$ cat config.mk
export PLATFORM = sky130hd
export DESIGN_NAME = subroutine_interrupt_linkage
export DESIGN_NICKNAME = d
export VERILOG_FILES = /design/src/subroutine_interrupt_linkage.v /design/src/word_adjust.v /design/src/mem_port.v
export VERILOG_INCLUDE_DIRS = /design/src /design/src/src
export SDC_FILE = /design/constraint.sdc
export NUM_CORES = 1
export LEC_CHECK = 0
export BUFFER_PORTS_ARGS = -buffer_cell sky130_fd_sc_hd__buf_2
export CAP_MARGIN = 20
export CELL_PAD_IN_SITES_DETAIL_PLACEMENT = 0
export CELL_PAD_IN_SITES_GLOBAL_PLACEMENT = 1
export CORE_ASPECT_RATIO = 1.4
export CORE_MARGIN = 2
export CORE_UTILIZATION = 45
export CTS_CLUSTER_DIAMETER = 50
export DETAILED_ROUTE_END_ITERATION = 10
export HOLD_SLACK_MARGIN = 0.1
export PLACE_DENSITY_LB_ADDON = 0.1
export SYNTH_ARGS = -nofsm -noshare
export SYNTH_HDL_FRONTEND = slang
export SYNTH_SLANG_ARGS = --single-unit
$ cat constraint.sdc
create_clock -name core_clk -period 3.02 [get_ports core_clk]
set_input_delay 0.151 -clock core_clk [delete_from_list [all_inputs] [get_ports core_clk]]
set_output_delay 0.151 -clock core_clk [all_outputs]
set_load 0.02 [all_outputs]
$ cat src/linkage_defines.vh
// constants for the subroutine and interrupt linkage sequencer
`ifndef LINKAGE_DEFINES_VH
`define LINKAGE_DEFINES_VH
`define WORD_W        16
`define WORD_STEP     16'h0002
`define SP_INDEX      3'h6
`define PC_INDEX      3'h7
`define EVEN_MASK     16'hFFFE
`define REG_RESET     16'h0000
`define PSW_RESET     16'h0000
`define OP_NONE       3'h0
`define OP_CALL       3'h1
`define OP_RETURN     3'h2
`define OP_JUMP       3'h3
`define OP_SERVICE_RT 3'h4
`define OP_ARG_FETCH  3'h5
`define PSW_MODE_LSB  14
`define PSW_MODE_MSB  15
`define PSW_SET_BIT   11
`endif

$ cat src/subroutine_interrupt_linkage.v
// linkage sequencer for calls, returns, jumps and interrupt entry and exit
// Overview of operation
// - a call first pushes the linkage register onto the register-six stack by predecrement.
// - a call then loads the linkage register with the program counter and jumps to the entry.
// - an autoincrement argument fetch through the linkage register advances it past the word.
// - a return copies the named register to the program counter then pops the stack into it.
// - a plain jump only loads the program counter, with no push and no register load.
// - interrupt entry pushes the status word first and the program counter second.
// - interrupt entry then reads two consecutive vector words for a new counter and status.
// - the lower vector word is the routine address and the next word the new status word.
// - the status word from the vector sets the operating mode and register set outputs.
// - return from service pops the program counter and then the status word.
// - the stack grows downward: pushes predecrement and pops postincrement.
// - the system stack pointer is always even and steps by two bytes, except when a call or return names register six and loads it.
`timescale 1ns/1ps
`include "linkage_defines.vh"
module subroutine_interrupt_linkage
(
  // clock and reset
  input  wire        core_clk,
  input  wire        rstn,
  // instruction request from the decoder
  input  wire        op_valid,
  input  wire [2:0]  op_code,
  input  wire [2:0]  op_reg,
  input  wire [15:0] op_target,
  output wire        op_ready,
  // interrupt request with its vector address
  input  wire        irq_req,
  input  wire [15:0] irq_vector,
  output wire        irq_ack,
  // architectural state
  output reg  [15:0] pc_q,
  output reg  [15:0] processor_status_word_q,
  output reg  [15:0] sp_q,
  output reg  [15:0] link_val_q,
  output reg  [15:0] arg_data_q,
  output wire [1:0]  run_mode,
  output wire        reg_set,
  // memory
  output wire        mem_req,
  output wire        mem_we,
  output wire [15:0] mem_addr,
  output wire [15:0] mem_wdata,
  input  wire        mem_ack,
  input  wire [15:0] mem_rdata
);
  // ***********************************************
  // states
  // ***********************************************
  localparam S_IDLE     = 4'h0;
  localparam S_CALL_PSH = 4'h1;
  localparam S_RET_POP  = 4'h2;
  localparam S_INT_PSW  = 4'h3;
  localparam S_INT_PC   = 4'h4;
  localparam S_VEC_PC   = 4'h5;
  localparam S_VEC_PSW  = 4'h6;
  localparam S_RTI_PC   = 4'h7;
  localparam S_RTI_PSW  = 4'h8;
  localparam S_ARG      = 4'h9;
  localparam S_WAIT     = 4'hA;

  // ***********************************************
  // general registers held here, stack and pc apart
  // ***********************************************
  reg  [15:0] gpr_q [0:5];
  reg  [3:0]  state_q;
  reg  [3:0]  next_q;
  reg  [2:0]  reg_sel_q;
  reg  [15:0] target_q;
  reg  [15:0] vec_q;
  reg         mp_start;
  reg         mp_write;
  reg  [15:0] mp_addr;
  reg  [15:0] mp_wdata;
  wire        mp_done;
  wire [15:0] mp_rdata;
  wire [15:0] sp_down;
  wire [15:0] sp_up;
  integer     i;

  // reads one general register, pc and sp included
  function [15:0] reg_read;
    input [2:0]  idx;
    input [15:0] pc_v;
    input [15:0] sp_v;
    input [15:0] g0;
    input [15:0] g1;
    input [15:0] g2;
    input [15:0] g3;
    input [15:0] g4;
    input [15:0] g5;
    begin
      case (idx)
        3'h0:    reg_read = g0;
        3'h1:    reg_read = g1;
        3'h2:    reg_read = g2;
        3'h3:    reg_read = g3;
        3'h4:    reg_read = g4;
        3'h5:    reg_read = g5;
        3'h6:    reg_read = sp_v;
        default: reg_read = pc_v;
      endcase
    end
  endfunction

  wire [15:0] sel_val = reg_read(reg_sel_q, pc_q, sp_q, gpr_q[0], gpr_q[1], gpr_q[2],
                                 gpr_q[3], gpr_q[4], gpr_q[5]);

  // ***********************************************
  // helpers
  // ***********************************************
  word_adjust u_down
  (
    .value_in  (sp_q),
    .step_down (1'b1),
    .value_out (sp_down)
  );

  word_adjust u_up
  (
    .value_in  (sp_q),
    .step_down (1'b0),
    .value_out (sp_up)
  );

  mem_port u_mem
  (
    .core_clk  (core_clk),
    .rstn      (rstn),
    .start     (mp_start),
    .write     (mp_write),
    .addr      (mp_addr),
    .wdata     (mp_wdata),
    .mem_req   (mem_req),
    .mem_we    (mem_we),
    .mem_addr  (mem_addr),
    .mem_wdata (mem_wdata),
    .mem_ack   (mem_ack),
    .mem_rdata (mem_rdata),
    .done      (mp_done),
    .rdata     (mp_rdata)
  );

  // handshakes: interrupts win only at an instruction boundary
  assign irq_ack  = (state_q == S_IDLE) && irq_req;
  assign op_ready = (state_q == S_IDLE) && !irq_req;
  // status fields steer mode and register set
  assign run_mode = processor_status_word_q[`PSW_MODE_MSB:`PSW_MODE_LSB];
  assign reg_set  = processor_status_word_q[`PSW_SET_BIT];

  // ***********************************************
  // sequencer
  // ***********************************************
  always @(posedge core_clk or negedge rstn)
  begin
    if (!rstn)
    begin
      state_q                 <= S_IDLE;
      next_q                  <= S_IDLE;
      reg_sel_q               <= 3'h0;
      target_q                <= `REG_RESET;
      vec_q                   <= `REG_RESET;
      pc_q                    <= `REG_RESET;
      sp_q                    <= `REG_RESET;
      processor_status_word_q <= `PSW_RESET;
      link_val_q              <= `REG_RESET;
      arg_data_q              <= `REG_RESET;
      mp_start                <= 1'b0;
      mp_write                <= 1'b0;
      mp_addr                 <= `REG_RESET;
      mp_wdata                <= `REG_RESET;
      for (i = 0; i < 6; i = i + 1)
        gpr_q[i] <= `REG_RESET;
    end
    else
    begin
      mp_start <= 1'b0;
      case (state_q)
        S_IDLE:
        begin
          if (irq_req)
          begin
            // pointer drops before the status write is issued
            vec_q    <= irq_vector & `EVEN_MASK;
            sp_q     <= sp_down;
            mp_addr  <= sp_down;
            mp_wdata <= processor_status_word_q;
            mp_write <= 1'b1;
            mp_start <= 1'b1;
            state_q  <= S_WAIT;
            next_q   <= S_INT_PSW;
          end
          else if (op_valid)
          begin
            reg_sel_q <= op_reg;
            target_q  <= op_target;
            case (op_code)
              `OP_CALL:
              begin
                // push the linkage register as a predecrement store
                sp_q     <= sp_down;
                mp_addr  <= sp_down;
                mp_wdata <= reg_read(op_reg, pc_q, sp_down, gpr_q[0], gpr_q[1],
                                     gpr_q[2], gpr_q[3], gpr_q[4], gpr_q[5]);
                mp_write <= 1'b1;
                mp_start <= 1'b1;
                state_q  <= S_WAIT;
                next_q   <= S_CALL_PSH;
              end
              `OP_RETURN:
              begin
                // named register moves to pc, then the pop follows
                pc_q     <= reg_read(op_reg, pc_q, sp_q, gpr_q[0], gpr_q[1],
                                     gpr_q[2], gpr_q[3], gpr_q[4], gpr_q[5]);
                mp_addr  <= sp_q;
                mp_write <= 1'b0;
                mp_start <= 1'b1;
                state_q  <= S_WAIT;
                next_q   <= S_RET_POP;
              end
              `OP_JUMP:
                pc_q <= op_target;
              `OP_SERVICE_RT:
              begin
                mp_addr  <= sp_q;
                mp_write <= 1'b0;
                mp_start <= 1'b1;
                state_q  <= S_WAIT;
                next_q   <= S_RTI_PC;
              end
              `OP_ARG_FETCH:
              begin
                mp_addr  <= reg_read(op_reg, pc_q, sp_q, gpr_q[0], gpr_q[1],
                                     gpr_q[2], gpr_q[3], gpr_q[4], gpr_q[5]);
                mp_write <= 1'b0;
                mp_start <= 1'b1;
                state_q  <= S_WAIT;
                next_q   <= S_ARG;
              end
              default:
                state_q <= S_IDLE;
            endcase
          end
        end
        S_WAIT:
          if (mp_done)
            state_q <= next_q;
        S_CALL_PSH:
        begin
          // link register takes the return address, pc takes the entry
          case (reg_sel_q)
            `PC_INDEX: link_val_q <= pc_q;
            `SP_INDEX: sp_q <= pc_q & `EVEN_MASK;
            default:   gpr_q[reg_sel_q] <= pc_q;
          endcase
          if (reg_sel_q != `PC_INDEX)
            link_val_q <= pc_q;
          pc_q    <= target_q;
          state_q <= S_IDLE;
        end
        S_RET_POP:
        begin
          // pointer rises only after the read has completed
          sp_q <= sp_up;
          case (reg_sel_q)
            `PC_INDEX: pc_q <= mp_rdata;
            `SP_INDEX: sp_q <= mp_rdata & `EVEN_MASK;
            default:   gpr_q[reg_sel_q] <= mp_rdata;
          endcase
          link_val_q <= mp_rdata;
          state_q    <= S_IDLE;
        end
        S_INT_PSW:
        begin
          // second push carries the program counter
          sp_q     <= sp_down;
          mp_addr  <= sp_down;
          mp_wdata <= pc_q;
          mp_write <= 1'b1;
          mp_start <= 1'b1;
          state_q  <= S_WAIT;
          next_q   <= S_INT_PC;
        end
        S_INT_PC:
        begin
          // lower vector word first
          mp_addr  <= vec_q;
          mp_write <= 1'b0;
          mp_start <= 1'b1;
          state_q  <= S_WAIT;
          next_q   <= S_VEC_PC;
        end
        S_VEC_PC:
        begin
          pc_q     <= mp_rdata;
          mp_addr  <= vec_q + `WORD_STEP;
          mp_write <= 1'b0;
          mp_start <= 1'b1;
          state_q  <= S_WAIT;
          next_q   <= S_VEC_PSW;
        end
        S_VEC_PSW:
        begin
          processor_status_word_q <= mp_rdata;
          state_q                 <= S_IDLE;
        end
        S_RTI_PC:
        begin
          pc_q     <= mp_rdata;
          sp_q     <= sp_up;
          mp_addr  <= sp_up;
          mp_write <= 1'b0;
          mp_start <= 1'b1;
          state_q  <= S_WAIT;
          next_q   <= S_RTI_PSW;
        end
        S_RTI_PSW:
        begin
          processor_status_word_q <= mp_rdata;
          sp_q                    <= sp_up;
          state_q                 <= S_IDLE;
        end
        S_ARG:
        begin
          // autoincrement advances the linkage register to the next word
          arg_data_q <= mp_rdata;
          case (reg_sel_q)
            `PC_INDEX: pc_q <= sel_val + `WORD_STEP;
            `SP_INDEX: sp_q <= sp_up;
            default:   gpr_q[reg_sel_q] <= sel_val + `WORD_STEP;
          endcase
          state_q <= S_IDLE;
        end
        default:
          state_q <= S_IDLE;
      endcase
    end
  end
endmodule

$ cat src/word_adjust.v
// stack pointer step arithmetic, whole words only
`timescale 1ns/1ps
module word_adjust
(
  // operand and direction
  input  wire [15:0] value_in,
  input  wire        step_down,
  // result
  output wire [15:0] value_out
);
  // predecrement or postincrement by two, kept on an even address
  assign value_out = step_down ? ((value_in - 16'h0002) & 16'hFFFE)
                               : ((value_in + 16'h0002) & 16'hFFFE);
endmodule

$ cat src/mem_port.v
// single outstanding memory word access with a done pulse
`timescale 1ns/1ps
module mem_port
(
  // clock and reset
  input  wire        core_clk,
  input  wire        rstn,
  // request from the sequencer
  input  wire        start,
  input  wire        write,
  input  wire [15:0] addr,
  input  wire [15:0] wdata,
  // memory side
  output reg         mem_req,
  output reg         mem_we,
  output reg  [15:0] mem_addr,
  output reg  [15:0] mem_wdata,
  input  wire        mem_ack,
  input  wire [15:0] mem_rdata,
  // completion
  output reg         done,
  output reg  [15:0] rdata
);
  // hold the request until memory acknowledges
  always @(posedge core_clk or negedge rstn)
  begin
    if (!rstn)
    begin
      mem_req   <= 1'b0;
      mem_we    <= 1'b0;
      mem_addr  <= 16'h0000;
      mem_wdata <= 16'h0000;
      done      <= 1'b0;
      rdata     <= 16'h0000;
    end
    else
    begin
      done <= 1'b0;
      if (mem_req && mem_ack)
      begin
        mem_req <= 1'b0;
        mem_we  <= 1'b0;
        done    <= 1'b1;
        rdata   <= mem_rdata;
      end
      else if (start && !mem_req)
      begin
        mem_req   <= 1'b1;
        mem_we    <= write;
        mem_addr  <= addr;
        mem_wdata <= wdata;
      end
    end
  end
endmodule

# Word level (Yosys, flattened, before mapping)
# Cells that the tools add are included.
totals:
  register_bits: 303
  inputBits: 59
  output_inout_bits: 119
classes:
  addsub: 4
  magnitude_cmp: 2
  n_eq_ne: 47
  mux: 58
  bitwise_logic: 3
  reduce_logical: 39
op_table:
  columns: ["op", "count"]
  rows:
  - ["$pmux 16 s7", 3]
  - ["$bwmux 96", 3]
  - ["$mux 16", 18]
  - ["$mux 96", 3]
  - ["$pmux 96 s3", 1]
  - ["$pmux 16 s5", 2]
  - ["$pmux 16 s2", 3]
  - ["$pmux 16 s6", 1]
  - ["$add 16x2->16 const B", 3]
  - ["$demux 16 s3", 1]
  - ["$pmux 16 s3", 1]
  - ["$eq 3x3->1 const B", 9]
  - ["$mux 4", 5]
  - ["$pmux 4 s5", 1]
  - ["$eq 3x2->1 const B", 6]
  - ["$ne 2x2->1 const B", 9]
  - ["$reduce_and 3->1", 6]
  - ["$eq 4x3->1 const B", 4]
  - ["$pmux 4 s4", 1]
  - ["$sub 16x2->16 const B", 1]
  - ["$eq 4x4->1 const B", 3]
  - ["$ne 3x3->1 const B", 4]
  - ["$pmux 4 s3", 1]
  - ["$mux 1", 10]
  - ["31 further kinds", 54]

# Logic depth before layout (Yosys ltp)
# Gate-level depths: netlist of the first run.
logic_depth:
  ltp_word: 8
  ltp_mapped: 13
  ltp_nobuf: 10

# Modules after synthesis
# From an unflattened synthesis of the first run, not the netlist that was laid out.
unflattened:
  cells_unflattened: 1899
  area_unflattened_um2: 17661.9
modules_own_cells:
  columns: ["mod", "instances", "cells_per_inst", "area_per_inst_um2", "seq_area_each_um2"]
  rows:
  - ["subroutine_interrupt_linkage", 1, 1607, 14355.0, 6306.0]
  - ["mem_port", 1, 112, 1930.6, 1276.2]
  - ["word_adjust (u_down)", 1, 99, 738.2, 0.0]
  - ["word_adjust (u_up)", 1, 81, 638.1, 0.0]

# Worst setup path after synthesis of the first run
# Ideal clock, no wire load.
synth_path:
  path_kind: "reg-to-reg"
  startpoint: "register sp_q[1]"
  endpoint: "register sp_q[15]"
  setup_time_ps: 126
  t_arrival_ps: 2748
  slack_ps: 146
  path_stages_with_launch: 10
  n_path_buf: 1
  period_less_slack_ps: 2874
  cell_sequence: "dfrtp_1 > clkbuf_1 > inv_1 > ha_1 > or4b_2 > nor3_2 > nor3b_1 > xnor2_1 > o22ai_1 > o32a_1"
synth_via:
  elab_chain_cells: 5
  word_cells_on_any_way: 8
  classes_between: "add/sub (2); mux (6)"
synth_lines:
  columns: ["item", "line", "rtl"]
  rows:
  - ["start, declared", "subroutine_interrupt_linkage.v:35", "output reg [15:0] sp_q,"]
  - ["start signal, assigned", "subroutine_interrupt_linkage.v:165", "sp_q <= `REG_RESET;"]
  - ["start signal, assigned", "subroutine_interrupt_linkage.v:186", "sp_q <= sp_down;"]
  - ["start signal, assigned", "subroutine_interrupt_linkage.v:202", "sp_q <= sp_down;"]
  - ["$sub 16x2->16", null, null]
  - ["$mux 16", "subroutine_interrupt_linkage.v:198", "case (op_code)"]
  - ["$mux 16", "subroutine_interrupt_linkage.v:194", "else if (op_valid)"]
  - ["$mux 16", "subroutine_interrupt_linkage.v:182", "if (irq_req)"]
  - ["$pmux 16 s6 (*)", "subroutine_interrupt_linkage.v:179", "case (state_q)"]
# Mark *: on every way between the ends. The rest lies on a longest branch, timed or not. The select of a mux whose other input is x is not followed.
# A chain may end at the register's enable or synchronous reset.

==> impl_metrics.toml, run 1 <==
[clock_tree]
clockBufferDepth = 3
cts.sinks = 302
cts_tree = "done"
clk_pin_slew_ns = 0.06
cts_root_buf = "clkbuf_16"
cts_made_buffers = 36
htree_levels = 2
clk_latency_ns = 0.55

[layout]
area_growth_pct = 25.8
drive_gt1_share_pct = 28.1
fin_cells = 2674
fillers = 3445
final_nets = 2236
finalInstanceArea_sq_mm = 0.0213
diodes = 0
postLayoutCoreUtil_pct = 57.1
multiInputGateArea_sq_mm = 0.00883
ff_latch_area_sq_mm = 0.00756

[pwr]
p_total_mw = 25.7
p_switching_mw = 11.8
p_sw_share_pct = 45.9
power.share.sequential_pct = 31.7
p_leak_nw = 9.39
peakVddDrop_mv = 0.696
power_frac_comb_pct = 50.7
clkPwrFrac_pct = 17.6
p_per_area_mw_per_mm2 = 1210
internal_power_mw = 13.9

[place]
postPlaceCellArea_sq_mm = 0.0194
preCtsSetupSlack_ns = -0.0154
place.gp.congestion = 1.04
placed_cells = 2553
io_buffers = 175
dpl.hpwl_um = 53800

[floorplan]
dieArea_sq_mm = 0.0392
core_sq_mm = 0.0373
start_util_pct = 45.4
ios = 178
die_x_um = 168
rows = 84
die_h_um = 234

[routing]
drt_first_pass_iters = 7
drt-total-wl_um = 70600
maxUsedRoutingLayer = "met4"
first_iter_violations = 1504
drc = 0
routed-wl-met3_um = 3720
dr_wl_met2_um = 34700
ant_nets = 0
wl_met1_um = 26900
vias = 16500
wl_per_cell_um = 26.4
avgViaCountPerCell = 6.16

[synth]
synthesis.nets = 1914
synth_edf_count = 0
ys_types = 77
syn_inst = 1851
synth_top_area_share_pct = 44.6
ys_top_cells_by_count = "dfrtp_1 (302), nand2_1 (263), nor2_1 (186)"
synth_most_common_cell = "dfrtp_1"
synthArstFlopShare_pct = 100
synth_flop_cell = "dfrtp_1"
synth_top_cells_by_area = "dfrtp_1 (45%), mux2_2 (7.6%), nand2_1 (5.8%)"
ys_ff_latch = 302
yosysWarnings = 0
ys_seq_area_share_pct = 44.6
synth_area_sq_mm = 0.0169
yosys.area.top_type = "dfrtp_1"
syn_avg_cell_area_sq_um = 9.15

[sta]
finalSetupViolations = 0
tightest_slew_ns = 0.945
hold_viol_final = 0
drv_slew = 0
fin_crit_sh_pct = 96.4
max_freq_ghz = 0.343
grt_setup_unrepaired = "true"
period_minus_slack_ns = 2.91
fin_skew_ns = 0.0152
fin_ws_ns = 0.108
slew_headroom_pct = 36.5

[global_route]
grtUsageTotal_pct = 35.8
overflow = 0
grt_max_degree = 99
grt_first_pass_wirelength_um = 104000
antenna_found_initial = 0
grt_pass1_vias = 16300

[worst_hold_path]
holdPathStages = 4
min_path_type = "in -> reg"
hold_end = "next_q[2]"
hp-start = "op_code[0]"

[worst_setup_path]
arrival_ns = 3.32
cp-start-kind = "flop"
worstSetupPathType = "reg -> reg"
reg2reg_from = "reg_sel_q[2]"
crit_path_max_fanout = 8
reg2reg_slack_ns = 0.11
rr_worst_depth = 14
startpoint = "reg_sel_q[2]"
worstSetupEndpointType = "flop"
crit_required_ns = 3.43

[job]
maxCapViolations = 0

[status]
status = "completed"
-- power groups by stage --
| stage | sequential [mW] | clock [mW] | combinational, mW |
|---|---|---|---|
| finish | 8.13 | 4.52 | 13.0 |
| global route | 8.29 | 4.74 | 14.0 |
| CTS | 8.09 | 4.60 | 12.6 |
| detailed placement | 8.14 | 0 | 12.5 |
| global placement | 8.09 | 0 | 12.4 |
| floorplan | 7.89 | 0 | 7.16 |
-- kinds of logic after synthesis --
| group | synth area share (%) |
|---|---|
| AOI/OAI and AO/OA | 21.8 |
| xor gates and xnor gates | 2.47 |
| adders and majority gates | 0.295 |
| buffers and inverters | 4.15 |
| DFF | 44.6 |
| muxes | 10.6 |
| other | 0.0221 |
| and+or+nand+nor | 16.0 |
-- worst max path at each step --
stage / to / slack, ns / cells after the start
6_report: flop / 0.11 / 14
5_1_grt: flop / -0.02 / 14
4_1_cts: flop / 0.04 / 11
3_5_place_dp: flop / -0.02 / 13
3_3_place_gp: flop / 0.06 / 11
2_1_floorplan: sp_q[15] / 0.15 / 9
-- final cells by class --
class	count	area share, %
multi-input combinational	1383	41.5
sequential	302	35.5
timing repair buffer	430	14.1
clock buffer	49	4.69
tap	473	2.78
clock inverter	17	1.13
inverter	20	0.352
-- worst max-delay path, stage by stage, from the launching register on --
cell	delay [ns]
dfrtp_4	0.47
buf_6	0.16
mux2_2	0.35
o221ai_2	0.20
nand3_2	0.11
o21a_1	0.13
ha_1	0.19
nand4_1	0.13
buf_6	0.15
buf_4	0.11
nor2_2	0.03
xnor2_1	0.16
a222oi_1	0.30
buf_4	0.21
o21ai_1	0.07
-- timing repair --
item | 4_1_cts | 5_1_grt
endpoints found under the setup margin | 5 | 48
hold buffers | 49 | 0
resized for setup | 2 | 26
endpoints found under the hold margin | 147 | 0
pin swaps | 0 | 7
buffers inserted | 0 | 6
-- metal layers --
layer / up-vias / global-route usage, %
met1: 8137 / 42.3
met4: 0 / 23.8
met3: 198 / 4.22
met2: 732 / 61.4
li1: 7394 / -
met5: - / 0
-- stage by stage --
step                      hold slack (ns)  TNS [ns]
after floorplan                    -0.145         0
after global placement              0.280         0
after detailed placement            0.287   -0.0272
after CTS                           0.139         0
after global routing                0.213   -0.0272
final                               0.167         0
-- placed cells by master (no fill, tap or decap), types with 29 or more instances in the layout --
master / instances
a31oi_1: 42
buf_4: 197
buf_2: 175
o21ai_0: 125
nand3_1: 41
clkbuf_16: 36
a21oi_1: 123
dlygate4sd3_1: 49
a22oi_1: 50
nand2_1: 263
dfrtp_1: 300
nor2_1: 182
mux2_2: 115
xnor2_1: 29
(Power assumes the default switching activity.)
==> run 2, diff against run 1 <==
--- a/config.mk
+++ b/config.mk
@@ -14,9 +14,11 @@
 export CORE_MARGIN = 2
 export CORE_UTILIZATION = 45
 export CTS_CLUSTER_DIAMETER = 50
+export CTS_CLUSTER_SIZE = 20
 export DETAILED_ROUTE_END_ITERATION = 10
 export HOLD_SLACK_MARGIN = 0.1
 export PLACE_DENSITY_LB_ADDON = 0.1
 export SYNTH_ARGS = -nofsm -noshare
 export SYNTH_HDL_FRONTEND = slang
+export SYNTH_HIERARCHICAL = 1
 export SYNTH_SLANG_ARGS = --single-unit
==> run 2 against run 1 <==
  * Largest power group unchanged
  * Critical path depth is 2 lower
  * Combinational power grew 38%
  * Count of clock-buffer cells in the layout fell by 17
  * Critical path type unchanged
  * The flow now finishes with violations (negative setup slack)
  * Sequential power up 2%
  * Cell count increased by 7.6%
==> impl_metrics.toml, run 2 <==
[sta]
hold_viol_final = 0
max_freq_ghz = 0.326
fin_skew_ns = 0.0266
period_minus_slack_ns = 3.07
fin_setup_tns_ns = -0.0658
tightest_slew_ns = 1.05
slew_headroom_pct = 29.9
finalSetupViolations = 3
fin_crit_sh_pct = 102
fin_ws_ns = -0.0498
grt_setup_unrepaired = "true"
drv_slew = 0

[synth]
synth_top_cells_by_area = "dfrtp_1 (43%), mux2_2 (7.7%), nor2_1 (4.5%)"
yosysWarnings = 6
ys_top_cells_by_count = "dfrtp_1 (303), nor2_1 (210), nand2_1 (199)"
ys_types = 86
synth_top_area_share_pct = 42.9
synth_most_common_cell = "dfrtp_1"
ys_ff_latch = 303
synth_area_sq_mm = 0.0177
synthArstFlopShare_pct = 100
syn_avg_cell_area_sq_um = 9.30
synth_edf_count = 0
ys_seq_area_share_pct = 42.9
synth_flop_cell = "dfrtp_1"
yosys.area.top_type = "dfrtp_1"
syn_inst = 1899

[floorplan]
start_util_pct = 45.7
core_sq_mm = 0.0386
dieArea_sq_mm = 0.0409
rows = 85
die_h_um = 238
die_x_um = 171
ios = 178

[clock_tree]
clk_pin_slew_ns = 0.07
clockBufferDepth = 3
htree_levels = 1
cts.sinks = 303
clk_latency_ns = 0.61
cts_root_buf = "clkbuf_16"
cts_made_buffers = 31
cts_tree = "done"

[worst_setup_path]
arrival_ns = 3.59
reg2reg_slack_ns = -0.05
cp-start-kind = "flop"
startpoint = "reg_sel_q[1]"
reg2reg_from = "reg_sel_q[1]"
worstSetupPathType = "reg -> reg"
worstSetupEndpointType = "flop"
rr_worst_depth = 12
crit_path_max_fanout = 7
crit_required_ns = 3.54

[global_route]
overflow = 0
grt_first_pass_wirelength_um = 113000
antenna_found_initial = 0
grt_max_degree = 85
grt_pass1_vias = 17300
grtUsageTotal_pct = 37.6

[routing]
ant_nets = 0
first_iter_violations = 1642
avgViaCountPerCell = 6.13
drc = 0
drt_first_pass_iters = 7
wl_per_cell_um = 26.8
vias = 17600
drt-total-wl_um = 77200

[place]
place.gp.congestion = 1.01
preCtsSetupSlack_ns = -0.200
io_buffers = 176
placed_cells = 2749
postPlaceCellArea_sq_mm = 0.0208
dpl.hpwl_um = 59500

[layout]
area_growth_pct = 31.2
final_common_cell = "dfrtp_1"
drive_gt1_share_pct = 32.1
diodes = 0
fin_cells = 2876
postLayoutCoreUtil_pct = 60.0
finalInstanceArea_sq_mm = 0.0232
final_nets = 2419
final_cell_mix = "dfrtp_1 (298), buf_4 (253), nor2_1 (206)"
fillers = 3448

[pwr]
peakVddDrop_mv = 0.694
p_per_area_mw_per_mm2 = 1320
p_leak_nw = 10.3

[worst_hold_path]
min_path_type = "in -> async"

[job]
maxCapViolations = 0

[status]
status = "finished, violations left"
violations = "negative setup slack"
[run 2: logic make-up after synthesis]
logic type,Yosys count,share of synthesized area (%)
AOI/OAI and AO/OA,595,22.6
xor gates and xnor gates,41,2.03
DFF,303,42.9
buffers and inverters,165,4.06
and+or+nand+nor,597,15.3
other,4,0.0850
adders and majority gates,30,2.21
muxes,164,10.8
[run 2: how the worst min path moves through the flow]
stage	startpoint	end	slack [ns]	cells after the start
2_1_floorplan	rstn	asynchronous set/reset pin	-0.14	0
3_3_place_gp	rstn	vec_q[8]	0.20	1
3_5_place_dp	rstn	vec_q[8]	0.20	1
4_1_cts	rstn	vec_q[8]	0.17	2
5_1_grt	rstn	vec_q[8]	0.19	2
6_report	rstn	vec_q[8]	0.14	2
[run 2: layer usage]
metal,wire (um),GRT usage (%)
met5,0,0
met1,28700,44.4
met3,4410,4.59
met2,37500,63.2
met4,6600,26.1
[run 2: power breakdown]
| group | internal, mW | switching (mW) | total, mW |
|---|---|---|---|
| registers | 6.11 | 2.20 | 8.31 |
| clock network | 2.22 | 2.00 | 4.22 |
| logic | 7.54 | 10.5 | 18.0 |
| total | 15.9 | 14.7 | 30.5 |
[run 2: layout make-up]
type / count / area [sq um] / share of cell area (%)
Inverter: 24 / 93.8 / 0.405
Tap cell: 522 / 653 / 2.82
Sequential cell: 303 / 7590 / 32.8
Clock inverter: 25 / 349 / 1.51
Clock buffer: 32 / 790 / 3.41
Multi-Input combinational cell: 1459 / 9960 / 43.0
Timing Repair Buffer: 511 / 3730 / 16.1
[run 2: worst max-delay path: stages (launching register included)]
cell,delay [ns]
dfrtp_2,0.42
buf_6,0.13
buf_4,0.14
mux2i_1,0.16
a211oi_2,0.29
o22ai_2,0.13
nor3b_4,0.23
or4b_4,0.52
buf_8,0.16
nor4b_4,0.32
o21ai_4,0.11
buf_12,0.19
a31oi_1,0.18
[run 2: stage by stage]
| stage | total power, mW | hold WS [ns] |
|---|---|---|
| after floorplan | 17.0 | -0.145 |
| after global placement | 24.6 | 0.203 |
| after detailed placement | 24.8 | 0.204 |
| after CTS | 29.5 | 0.171 |
| after global routing | 32.0 | 0.193 |
| final | 30.5 | 0.139 |
[run 2: timing repair]
| action | 4_1_cts | 5_1_grt |
|---|---|---|
| hold buffers | 52 | 0 |
| pin swaps | 4 | 36 |
| endpoints found under the hold margin | 214 | 0 |
| setup buffers | 9 | 10 |
| gates resized for setup | 30 | 86 |
| setup endpoints to repair | 52 | 81 |
